## src/design/pms_pkg.sv

```systemverilog
/*
  Constants shared by the power mode sequencer: register offsets, field positions,
  reset values and the sequencer state enumeration.
  Assumes a 32-bit peripheral register port addressed by byte offset.
*/
package pms_pkg;

  // Register byte offsets
  localparam logic [7:0] PMS_OFS_GENERAL = 8'h00;
  localparam logic [7:0] PMS_OFS_WAKE_LO = 8'h04;
  localparam logic [7:0] PMS_OFS_WAKE_HI = 8'h08;
  localparam logic [7:0] PMS_OFS_DORMANT = 8'h0C;
  localparam logic [7:0] PMS_OFS_RESUME1 = 8'h10;
  localparam logic [7:0] PMS_OFS_RESUME2 = 8'h14;
  localparam logic [7:0] PMS_OFS_ACTIVE = 8'h18;
  localparam logic [7:0] PMS_OFS_SUSPEND1 = 8'h1C;
  localparam logic [7:0] PMS_OFS_SUSPEND2 = 8'h20;
  localparam logic [7:0] PMS_OFS_SEQ_STATUS = 8'h24;
  localparam logic [7:0] PMS_OFS_REG_CTRL = 8'h2C;
  localparam logic [7:0] PMS_OFS_SUPPLY_STATUS = 8'h30;
  localparam logic [7:0] PMS_OFS_CORE_LEVEL = 8'h34;
  localparam logic [7:0] PMS_OFS_PLL_LEVEL = 8'h40;

  // General control field positions
  localparam int PMS_GC_USB_UP = 9;
  localparam int PMS_GC_USB_DOWN = 8;
  localparam int PMS_GC_DEFAULT_LEVELS = 7;
  localparam int PMS_GC_REAPPLY = 6;
  localparam int PMS_GC_WIDE_TIMER = 5;
  localparam int PMS_GC_TIMER_WAKE = 4;
  localparam int PMS_GC_PIN_POL = 3;
  localparam int PMS_GC_PIN_WAKE = 2;
  localparam int PMS_GC_SLEEP_GO = 1;
  localparam int PMS_GC_SLEEP_CLK = 0;
  localparam logic [31:0] PMS_GC_RESET = 32'h0000_0008;
  localparam logic [31:0] PMS_GC_RW_MASK = 32'h0000_03BF;

  // State register field positions
  localparam int PMS_ST_DWELL_LSB = 16;
  localparam int PMS_ST_CLK_STOP = 14;
  localparam int PMS_ST_ANA_PFM = 9;
  localparam int PMS_ST_CORE_PFM = 8;
  localparam int PMS_ST_IO_EN = 5;
  localparam int PMS_ST_PLL_EN = 4;
  localparam int PMS_ST_ANA_EN = 1;
  localparam int PMS_ST_CORE_EN = 0;
  localparam logic [31:0] PMS_ST_RW_MASK = 32'h001F_4331;
  localparam logic [31:0] PMS_ACTIVE_RW_MASK = 32'h0000_4331;

  // State register reset values
  localparam logic [31:0] PMS_DORMANT_RESET = 32'h0010_0000;
  localparam logic [31:0] PMS_RESUME1_RESET = 32'h0010_0020;
  localparam logic [31:0] PMS_RESUME2_RESET = 32'h0010_0033;
  localparam logic [31:0] PMS_ACTIVE_RESET = 32'h0000_0033;
  localparam logic [31:0] PMS_SUSPEND1_RESET = 32'h0010_0033;
  localparam logic [31:0] PMS_SUSPEND2_RESET = 32'h0010_0020;
  localparam logic [31:0] PMS_LEVEL_RESET = 32'h0000_0000;

  // Sequencer states
  typedef enum logic [2:0] {
    PMS_DORMANT,
    PMS_RESUME_PHASE_ONE,
    PMS_RESUME_PHASE_TWO,
    PMS_ACTIVE_STATE,
    PMS_SUSPEND_PHASE_ONE,
    PMS_SUSPEND_PHASE_TWO
  } pms_state_e;

endpackage : pms_pkg

```

## src/design/pms_power_mode_sequencer.sv

```systemverilog
/*
  Power mode sequencer: register file, wake detection, dwell counting and the
  cyclic power state machine driving supply enables, modulation and tile clock gate.
  Assumes a word-wide register port with one-cycle read/write strobes, supply good
  inputs from the regulators, and a slow clock tick while the sleep clock is in use.
*/
`timescale 1ns/1ns

// Overview of operation
// - All registers are accessed only as whole 32-bit words.
// - General control bit 9 selects USB suspend power-up enable; resets to 0.
// - General control bit 8 selects USB suspend power-down enable; resets to 0.
// - Bit 7 chooses stored level registers (0) or power-on levels (1) at wake.
// - Writing bit 6 re-applies active state settings; bit self clears.
// - Bit 5 selects 64-bit wake comparison, else 32-bit; resets to 0.
// - Bit 4 enables timer wake; low wake word used only when asleep.
// - High wake word ignored unless 64-bit compare; both words reset to 0.
// - Bit 2 enables waking when the wake pin reaches its active level.
// - Bit 3 picks wake pin polarity: 1 high (reset), 0 low.
// - Writing 1 to bit 1 starts sleep sequence; bit self clears.
// - Bit 0 picks asleep clock: 1 default, 0 slow oscillator, asleep only.
// - Stay asleep for the minimum dwell, then leave only on a wake condition.
// - Asleep dwell counts on the enabled clock, possibly the slow oscillator.
// - Bits 20:16 of the non-active state registers hold log2 of dwell cycles, 1 to 2^31; reset 16.
// - State bit 14 stops the processor tile clock in that state.
// - State bits 9 and 8 pick analogue and core modulation: 0 PWM, 1 PFM.
// - State bits 5, 4, 0 enable IO, PLL and core supplies; asleep register resets them to 0.
// - State bit 1, analogue enable, is read-only and zero when asleep.
// - In resume states, advance after dwell only when enabled supplies are good.
module pms_power_mode_sequencer
  import pms_pkg::*;
#(
  parameter int DWELL_W = 32 // Width of the dwell counter
) (
  input wire logic sys_clk, // System clock, 100 MHz
  input wire logic arst_n, // Asynchronous reset, active low
  input wire logic [7:0] reg_addr, // Register byte offset
  input wire logic reg_wr, // Write strobe, one cycle
  input wire logic reg_rd, // Read strobe, one cycle
  input wire logic [31:0] reg_wdata, // Write data
  output logic [31:0] reg_rdata, // Read data, valid the cycle after reg_rd
  input wire logic [63:0] rtc_count, // Real-time counter value
  input wire logic wake_pin, // External wake pin level
  input wire logic slow_tick, // One pulse per slow oscillator cycle
  input wire logic core_good, // Core regulator good
  input wire logic ana_good, // Analogue regulator good
  input wire logic pll_good, // PLL supply regulator good
  input wire logic io_good, // IO supply output good
  output logic core_regulator_en, // Core regulator enable
  output logic analogue_regulator_en, // Analogue regulator enable
  output logic pll_supply_regulator_en, // PLL supply regulator enable
  output logic io_supply_output_en, // IO supply output enable
  output logic core_regulator_pfm, // Core regulator PFM when high
  output logic analogue_regulator_pfm, // Analogue regulator PFM when high
  output logic tile_clk_stop, // Stops processor tile clock when high
  output logic sleep_clk_default, // Asleep clock is default clock when high
  output logic usb_pwr_up_en, // USB suspend power-up enable
  output logic usb_pwr_down_en, // USB suspend power-down enable
  output logic use_default_levels, // Apply power-on levels at wake
  output logic [31:0] core_level, // Stored core voltage rail level
  output logic [31:0] pll_level, // Stored PLL supply level
  output logic [2:0] seq_state // Current sequencer state
);

  ////////////////////////////////////////////////////////////////////////////////
  // Registers

  logic [31:0] gen_reg;
  logic [31:0] wake_lo_reg;
  logic [31:0] wake_hi_reg;
  logic [31:0] state_reg [6];
  logic [31:0] reg_ctrl_reg;
  logic [31:0] core_level_reg;
  logic [31:0] pll_level_reg;
  logic [31:0] rdata_next;
  pms_state_e state_reg_q;
  pms_state_e state_next;
  logic [DWELL_W-1:0] dwell_reg;
  logic dwell_done;
  logic reapply_reg;
  logic wake_hit;
  logic supplies_good;
  logic [31:0] cur_cfg;
  logic count_tick;
  logic [4:0] cur_log2;

  // Writes to general control; sleep-go clears itself outside the active state, re-apply bit is masked off
  always_ff @(posedge sys_clk or negedge arst_n) begin
    if (!arst_n) begin
      gen_reg <= PMS_GC_RESET;
    end else begin
      if (reg_wr && reg_addr == PMS_OFS_GENERAL) begin
        gen_reg <= reg_wdata & PMS_GC_RW_MASK;
      end else if (state_reg_q != PMS_ACTIVE_STATE) begin
        gen_reg[PMS_GC_SLEEP_GO] <= 1'b0;
      end
    end
  end

  // Re-apply pulse, never stored in the readable register
  always_ff @(posedge sys_clk or negedge arst_n) begin
    if (!arst_n) begin
      reapply_reg <= 1'b0;
    end else begin
      reapply_reg <= reg_wr && reg_addr == PMS_OFS_GENERAL && reg_wdata[PMS_GC_REAPPLY];
    end
  end

  // Wake time words
  always_ff @(posedge sys_clk or negedge arst_n) begin
    if (!arst_n) begin
      wake_lo_reg <= 32'h0000_0000;
      wake_hi_reg <= 32'h0000_0000;
    end else if (reg_wr) begin
      if (reg_addr == PMS_OFS_WAKE_LO) begin
        wake_lo_reg <= reg_wdata;
      end
      if (reg_addr == PMS_OFS_WAKE_HI) begin
        wake_hi_reg <= reg_wdata;
      end
    end
  end

  // Per-state supply registers; analogue enable bit is read-only
  always_ff @(posedge sys_clk or negedge arst_n) begin
    if (!arst_n) begin
      state_reg[0] <= PMS_DORMANT_RESET;
      state_reg[1] <= PMS_RESUME1_RESET;
      state_reg[2] <= PMS_RESUME2_RESET;
      state_reg[3] <= PMS_ACTIVE_RESET;
      state_reg[4] <= PMS_SUSPEND1_RESET;
      state_reg[5] <= PMS_SUSPEND2_RESET;
    end else if (reg_wr) begin
      for (int i = 0; i < 6; i++) begin
        if (reg_addr == PMS_OFS_DORMANT + 8'(4 * i)) begin
          state_reg[i] <= (reg_wdata & (i == 3 ? PMS_ACTIVE_RW_MASK : PMS_ST_RW_MASK)
                           & ~(32'h1 << PMS_ST_ANA_EN))
                          | (state_reg[i] & (32'h1 << PMS_ST_ANA_EN));
        end
      end
    end
  end

  // Regulator control and level registers, plain storage
  always_ff @(posedge sys_clk or negedge arst_n) begin
    if (!arst_n) begin
      reg_ctrl_reg <= PMS_LEVEL_RESET;
      core_level_reg <= PMS_LEVEL_RESET;
      pll_level_reg <= PMS_LEVEL_RESET;
    end else if (reg_wr) begin
      if (reg_addr == PMS_OFS_REG_CTRL) begin
        reg_ctrl_reg <= reg_wdata;
      end
      if (reg_addr == PMS_OFS_CORE_LEVEL) begin
        core_level_reg <= reg_wdata;
      end
      if (reg_addr == PMS_OFS_PLL_LEVEL) begin
        pll_level_reg <= reg_wdata;
      end
    end
  end

  ////////////////////////////////////////////////////////////////////////////////
  // Read path; re-apply bit reads zero as it is write-only, unmapped reads zero

  always_comb begin
    rdata_next = 32'h0000_0000;
    unique case (reg_addr)
      PMS_OFS_GENERAL: rdata_next = gen_reg;
      PMS_OFS_WAKE_LO: rdata_next = wake_lo_reg;
      PMS_OFS_WAKE_HI: rdata_next = wake_hi_reg;
      PMS_OFS_DORMANT: rdata_next = state_reg[0];
      PMS_OFS_RESUME1: rdata_next = state_reg[1];
      PMS_OFS_RESUME2: rdata_next = state_reg[2];
      PMS_OFS_ACTIVE: rdata_next = state_reg[3];
      PMS_OFS_SUSPEND1: rdata_next = state_reg[4];
      PMS_OFS_SUSPEND2: rdata_next = state_reg[5];
      PMS_OFS_SEQ_STATUS: rdata_next = {29'h0, state_reg_q};
      PMS_OFS_REG_CTRL: rdata_next = reg_ctrl_reg;
      PMS_OFS_SUPPLY_STATUS: rdata_next = {28'h0, io_good, pll_good, ana_good, core_good};
      PMS_OFS_CORE_LEVEL: rdata_next = core_level_reg;
      PMS_OFS_PLL_LEVEL: rdata_next = pll_level_reg;
      default: rdata_next = 32'h0000_0000;
    endcase
  end

  // Read data register
  always_ff @(posedge sys_clk or negedge arst_n) begin
    if (!arst_n) begin
      reg_rdata <= 32'h0000_0000;
    end else if (reg_rd) begin
      reg_rdata <= rdata_next;
    end
  end

  ////////////////////////////////////////////////////////////////////////////////
  // Wake detection and dwell counting

  // Timer match reaches or passes; high word only joins in 64-bit mode
  always_comb begin
    wake_hit = 1'b0;
    if (gen_reg[PMS_GC_TIMER_WAKE]) begin
      if (gen_reg[PMS_GC_WIDE_TIMER]) begin
        wake_hit = rtc_count >= {wake_hi_reg, wake_lo_reg};
      end else begin
        wake_hit = rtc_count[31:0] >= wake_lo_reg;
      end
    end
    if (gen_reg[PMS_GC_PIN_WAKE] && wake_pin == gen_reg[PMS_GC_PIN_POL]) begin
      wake_hit = 1'b1;
    end
  end

  // Every enabled supply must report good
  always_comb begin
    supplies_good = (!cur_cfg[PMS_ST_CORE_EN] || core_good)
                    && (!cur_cfg[PMS_ST_ANA_EN] || ana_good)
                    && (!cur_cfg[PMS_ST_PLL_EN] || pll_good)
                    && (!cur_cfg[PMS_ST_IO_EN] || io_good);
  end

  // Asleep on the slow clock counts slow ticks, otherwise every system cycle
  assign count_tick = (state_reg_q == PMS_DORMANT && !gen_reg[PMS_GC_SLEEP_CLK])
                      ? slow_tick : 1'b1;
  assign cur_cfg = state_reg[state_reg_q];
  assign cur_log2 = cur_cfg[PMS_ST_DWELL_LSB +: 5];
  // Dwell of 2^n cycles is complete when the count reaches 2^n - 1 ticks
  assign dwell_done = (DWELL_W'({1'b0, dwell_reg}) + DWELL_W'(1)) >> cur_log2 != '0;

  // Dwell counter restarts on every state entry and holds once the dwell is done
  always_ff @(posedge sys_clk or negedge arst_n) begin
    if (!arst_n) begin
      dwell_reg <= '0;
    end else if (state_next != state_reg_q) begin
      dwell_reg <= '0;
    end else if (count_tick && !dwell_done) begin
      dwell_reg <= dwell_reg + DWELL_W'(1);
    end
  end

  ////////////////////////////////////////////////////////////////////////////////
  // State machine

  always_comb begin
    state_next = state_reg_q;
    unique case (state_reg_q)
      PMS_DORMANT: if (dwell_done && count_tick && wake_hit) state_next = PMS_RESUME_PHASE_ONE;
      PMS_RESUME_PHASE_ONE: if (dwell_done && supplies_good) state_next = PMS_RESUME_PHASE_TWO;
      PMS_RESUME_PHASE_TWO: if (dwell_done && supplies_good) state_next = PMS_ACTIVE_STATE;
      PMS_ACTIVE_STATE: if (gen_reg[PMS_GC_SLEEP_GO]) state_next = PMS_SUSPEND_PHASE_ONE;
      PMS_SUSPEND_PHASE_ONE: if (dwell_done) state_next = PMS_SUSPEND_PHASE_TWO;
      PMS_SUSPEND_PHASE_TWO: if (dwell_done) state_next = PMS_DORMANT;
      default: state_next = PMS_DORMANT;
    endcase
  end

  // Reset lands in the active state so the device runs after power-on
  always_ff @(posedge sys_clk or negedge arst_n) begin
    if (!arst_n) begin
      state_reg_q <= PMS_ACTIVE_STATE;
    end else begin
      state_reg_q <= state_next;
    end
  end

  ////////////////////////////////////////////////////////////////////////////////
  // Outputs, loaded on state entry or re-apply so mid-state writes do not glitch rails

  always_ff @(posedge sys_clk or negedge arst_n) begin
    if (!arst_n) begin
      core_regulator_en <= PMS_ACTIVE_RESET[PMS_ST_CORE_EN];
      analogue_regulator_en <= PMS_ACTIVE_RESET[PMS_ST_ANA_EN];
      pll_supply_regulator_en <= PMS_ACTIVE_RESET[PMS_ST_PLL_EN];
      io_supply_output_en <= PMS_ACTIVE_RESET[PMS_ST_IO_EN];
      core_regulator_pfm <= 1'b0;
      analogue_regulator_pfm <= 1'b0;
      tile_clk_stop <= 1'b0;
    end else if (state_next != state_reg_q
                 || (reapply_reg && state_reg_q == PMS_ACTIVE_STATE)) begin
      core_regulator_en <= state_reg[state_next][PMS_ST_CORE_EN];
      analogue_regulator_en <= state_reg[state_next][PMS_ST_ANA_EN];
      pll_supply_regulator_en <= state_reg[state_next][PMS_ST_PLL_EN];
      io_supply_output_en <= state_reg[state_next][PMS_ST_IO_EN];
      core_regulator_pfm <= state_reg[state_next][PMS_ST_CORE_PFM];
      analogue_regulator_pfm <= state_reg[state_next][PMS_ST_ANA_PFM];
      tile_clk_stop <= state_reg[state_next][PMS_ST_CLK_STOP];
    end
  end

  // Mode outputs mirrored from general control; level and state outputs registered alongside
  always_ff @(posedge sys_clk or negedge arst_n) begin
    if (!arst_n) begin
      sleep_clk_default <= 1'b0;
      usb_pwr_up_en <= 1'b0;
      usb_pwr_down_en <= 1'b0;
      use_default_levels <= 1'b0;
      core_level <= PMS_LEVEL_RESET;
      pll_level <= PMS_LEVEL_RESET;
      seq_state <= 3'h3;
    end else begin
      sleep_clk_default <= gen_reg[PMS_GC_SLEEP_CLK];
      usb_pwr_up_en <= gen_reg[PMS_GC_USB_UP];
      usb_pwr_down_en <= gen_reg[PMS_GC_USB_DOWN];
      use_default_levels <= gen_reg[PMS_GC_DEFAULT_LEVELS];
      core_level <= core_level_reg;
      pll_level <= pll_level_reg;
      seq_state <= state_next;
    end
  end

endmodule : pms_power_mode_sequencer

```

## config.mk

```make
export PLATFORM = sky130hd
export DESIGN_NAME = pms_power_mode_sequencer
export DESIGN_NICKNAME = d
export VERILOG_FILES = /design/src/design/pms_pkg.sv /design/src/design/pms_power_mode_sequencer.sv
export SDC_FILE = /design/constraint.sdc
export NUM_CORES = 1
export LEC_CHECK = 0
export BUFFER_PORTS_ARGS = -buffer_cell sky130_fd_sc_hd__buf_2
export CAP_MARGIN = 20
export CORE_AREA = 2 2 146 256
export CTS_CLUSTER_SIZE = 28
export DETAILED_ROUTE_END_ITERATION = 7
export DIE_AREA = 0 0 148 258
export GPL_ROUTABILITY_DRIVEN = 0
export HOLD_SLACK_MARGIN = 0.08
export PLACE_DENSITY = 0.75
export SLEW_MARGIN = 20
export SYNTH_ARGS = -nofsm -noshare
export SYNTH_HDL_FRONTEND = slang
export SYNTH_SLANG_ARGS = --single-unit
```

## constraint.sdc

```tcl
create_clock -name sys_clk -period 10.2 [get_ports sys_clk]
set_input_delay 2.04 -clock sys_clk [delete_from_list [all_inputs] [get_ports sys_clk]]
set_output_delay 2.04 -clock sys_clk [all_outputs]
set_load 0.01 [all_outputs]
```

==> metrics <==
outcome completed; final hold vios 0; worst-path cell chain ha_1 > nand4_2 > or4_4 > or4_4 > xor2_1 > mux2_4 > nor2_1 > nor2_1 > a21oi_1 > a211oi_2 > nand3_1 > and4bb_2 > nor3_4 > o221ai_2 > buf_4 > a211oi_1; #FFs+latches synth 373; Final period util 59.6%; Crit Path Class register to register; Total GRT Usage 32.5%; 1st-pass router iterations 6; Clk pin slew, worst setup/hold paths 0.06 ns; Switching Fraction 30.5%; pin count of the biggest net entering global routing 187; final hold slack 0.399 ns; post-CTS setup buffer count 0; CP startpoint kind register; number of buffers created by CTS 36; Core Footprint 36300 µm²; maximum vdd drop 0.148 mV; Final WS setup 4.12 ns; Synth Area in Adders 4.13%; Comb pwr share 19.5%; worst skew pair latency 0.57 ns; synth warn 0; H-tree Lvls 2; Setup-failing EPs final 0; reg2reg path depth 16; total power 3.69 mW; share of layout cells above drive strength 1 29.1%; post-DP HPWL 44800 µm; Syn Nets 2001; first-pass GRT wire length 96000 µm; WP data arrival 6.52 ns; pre-CTS setup slack 3.76 ns; Cells after Synth 1822; Starting Density 54.2%; min-delay src pll_level_reg[19]; Syn Area/Cell 10.8 µm²; sum of negative setup slack 0 ns; Post-Route Utilization 61.6%; Pint 2.57 mW; footprint of the multi-input gates 9400 µm²; I/O pin total 224; hold depth 0; Post-CTS Resized 0; Seq/Total Area, Yosys 47.6%; vias in the first global route 16.9k; Num Clock Sinks 373; FF+latch area 9360 µm²; Synth Area in XOR/XNOR 2.40%; Port Buf Inserts 223; die width 148 µm; largest family of logic cells by synthesized area compound AO/OA/AOI/OAI gates; predominant post-synthesis flop cell dfrtp_1; Worst Hold Class register to register; WL/cell 25.1 µm; Slew Limit Fails 0; via count 16.3k; Flop pwr share 44.3%; clock share of power 36.2%; maxcap violations 0; Post-Synth Simple-Gate Area 10.9%; CTS root buf clkbuf_16; CTS tree yes; area fraction in compound gates after synthesis 15.4%; Chip Height 258 µm; CP max stage cell nor3_4; die area 38200 µm²; top cells by area, synth dfrtp_1 45%, mux2_2 13%, ha_1 4.1%; total grt overflow 0; most frequent cells in the layout 350 x dfrtp_1, 232 x mux2_2, 222 x buf_2; Post-synth EDFFs 0; pwr/cell area 165 nW/µm²; design area 22400 µm²; largest fanout on the critical path 32; most common cell after layout, fill and taps aside dfrtp_1; Leak Pwr 10.5 nW; relative slew slack 21.7%; drt total wl 62800 µm; Residual DRC 0; Clock Skew 0.0339 ns; drt initial violations 1326; NetSw 1.12 mW; std cell rows 93; actual slew at the worst max-slew pin 1.17 ns; Via density 6.54; R2R Setup Slk 4.12 ns; ys async rst share 100%; Routed Antenna Nets 0; Post-DP Area 21200 µm²; CTS Hold Bufs 0; Final Non-Filler Cells 2496; Period minus WS final 6.08 ns; fillers 2947; fmax 165 MHz; CP peak stage delay 0.69 ns; Worst Hold Path EP pll_level[19]; post-synthesis mux area share 14.7%; Reg-to-Reg End dwell_reg[26]; Layout area overhead 13.6%; Crit path required time 10.65 ns; Yosys cell types 81; final net count 2170; endpoint class of the critical path register; RR Startpoint dwell_reg[0]; DP Cell Count 2428; Clock Tree Buf Depth 3; area leader, netlist dfrtp_1; initial antenna violation count 1; Post-Syn Area 19700 µm²; Synth top area share 44.5%; RSZ-0062 raised after global routing false
[worst max-delay path by stage]
stage	start	endpoint
6_report	dwell_reg[0]	dwell_reg[26]
5_1_grt	dwell_reg[0]	core_regulator_en
4_1_cts	rtc_count[0]	dwell_reg[26]
3_5_place_dp	rtc_count[0]	dwell_reg[26]
3_3_place_gp	rtc_count[0]	dwell_reg[26]
2_1_floorplan	rtc_count[0]	analogue_regulator_pfm
[kinds of logic after synthesis]
kind of cell,count (synthesis)
buf+inv,247
simple gates,418
mux,255
xor+xnor,54
fa+ha+maj,65
flops,373
compound gates,410
[cells in the mapped netlist, drive strengths merged, types with 18 or more instances]
cell type,count
nand3,49
a21o,43
mux2,233
nor3,25
nand2,96
inv,127
nand4,38
o22ai,19
a222oi,33
buf,52
nor2,99
xor2,26
dfstp,23
a22oi,44
ha,65
xnor2,28
clkbuf,67
dfrtp,350
o21ai,66
a21oi,47
nor4,18
mux2i,19
[power by group through the flow]
stage,combinational (mW),clock [mW],sequential (mW)
6_report,0.720,1.34,1.63
3_3_place_gp,0.684,0,1.65
5_1_grt,0.780,1.41,1.64
4_1_cts,0.710,1.36,1.63
2_1_floorplan,0.471,0,1.64
3_5_place_dp,0.706,0,1.66
[critical path: cells and delay by family, from the launching register on]
family                     cells  cell delay, ns
muxes                          1            0.31
buffers and inverters          1            0.27
adders and majority gates      1            0.35
DFF                            1            0.52
and+or+nand+nor                8            2.93
AOI/OAI and AO/OA              4            1.00
xor gates and xnor gates       1            0.59
[metal layers]
layer	wire, µm	track usage, %	share of wire, %
met1	20300	33.8	32
met2	32400	58.0	52
met3	4920	6.38	7.8
met4	5110	22.8	8.1
met5	0	0	0
[area by class of cell]
| cell class | instances | area share [%] |
|---|---|---|
| diodes | 3 | 0.0336 |
| clock buffers | 57 | 4.65 |
| clock inverters | 8 | 0.582 |
| inverters | 128 | 2.15 |
| multi-input cells | 1202 | 42.0 |
| flip-flops and latches | 373 | 41.9 |
| well taps | 475 | 2.66 |
| repair buffers | 250 | 6.00 |
Power figures use the tool's default switching activity.
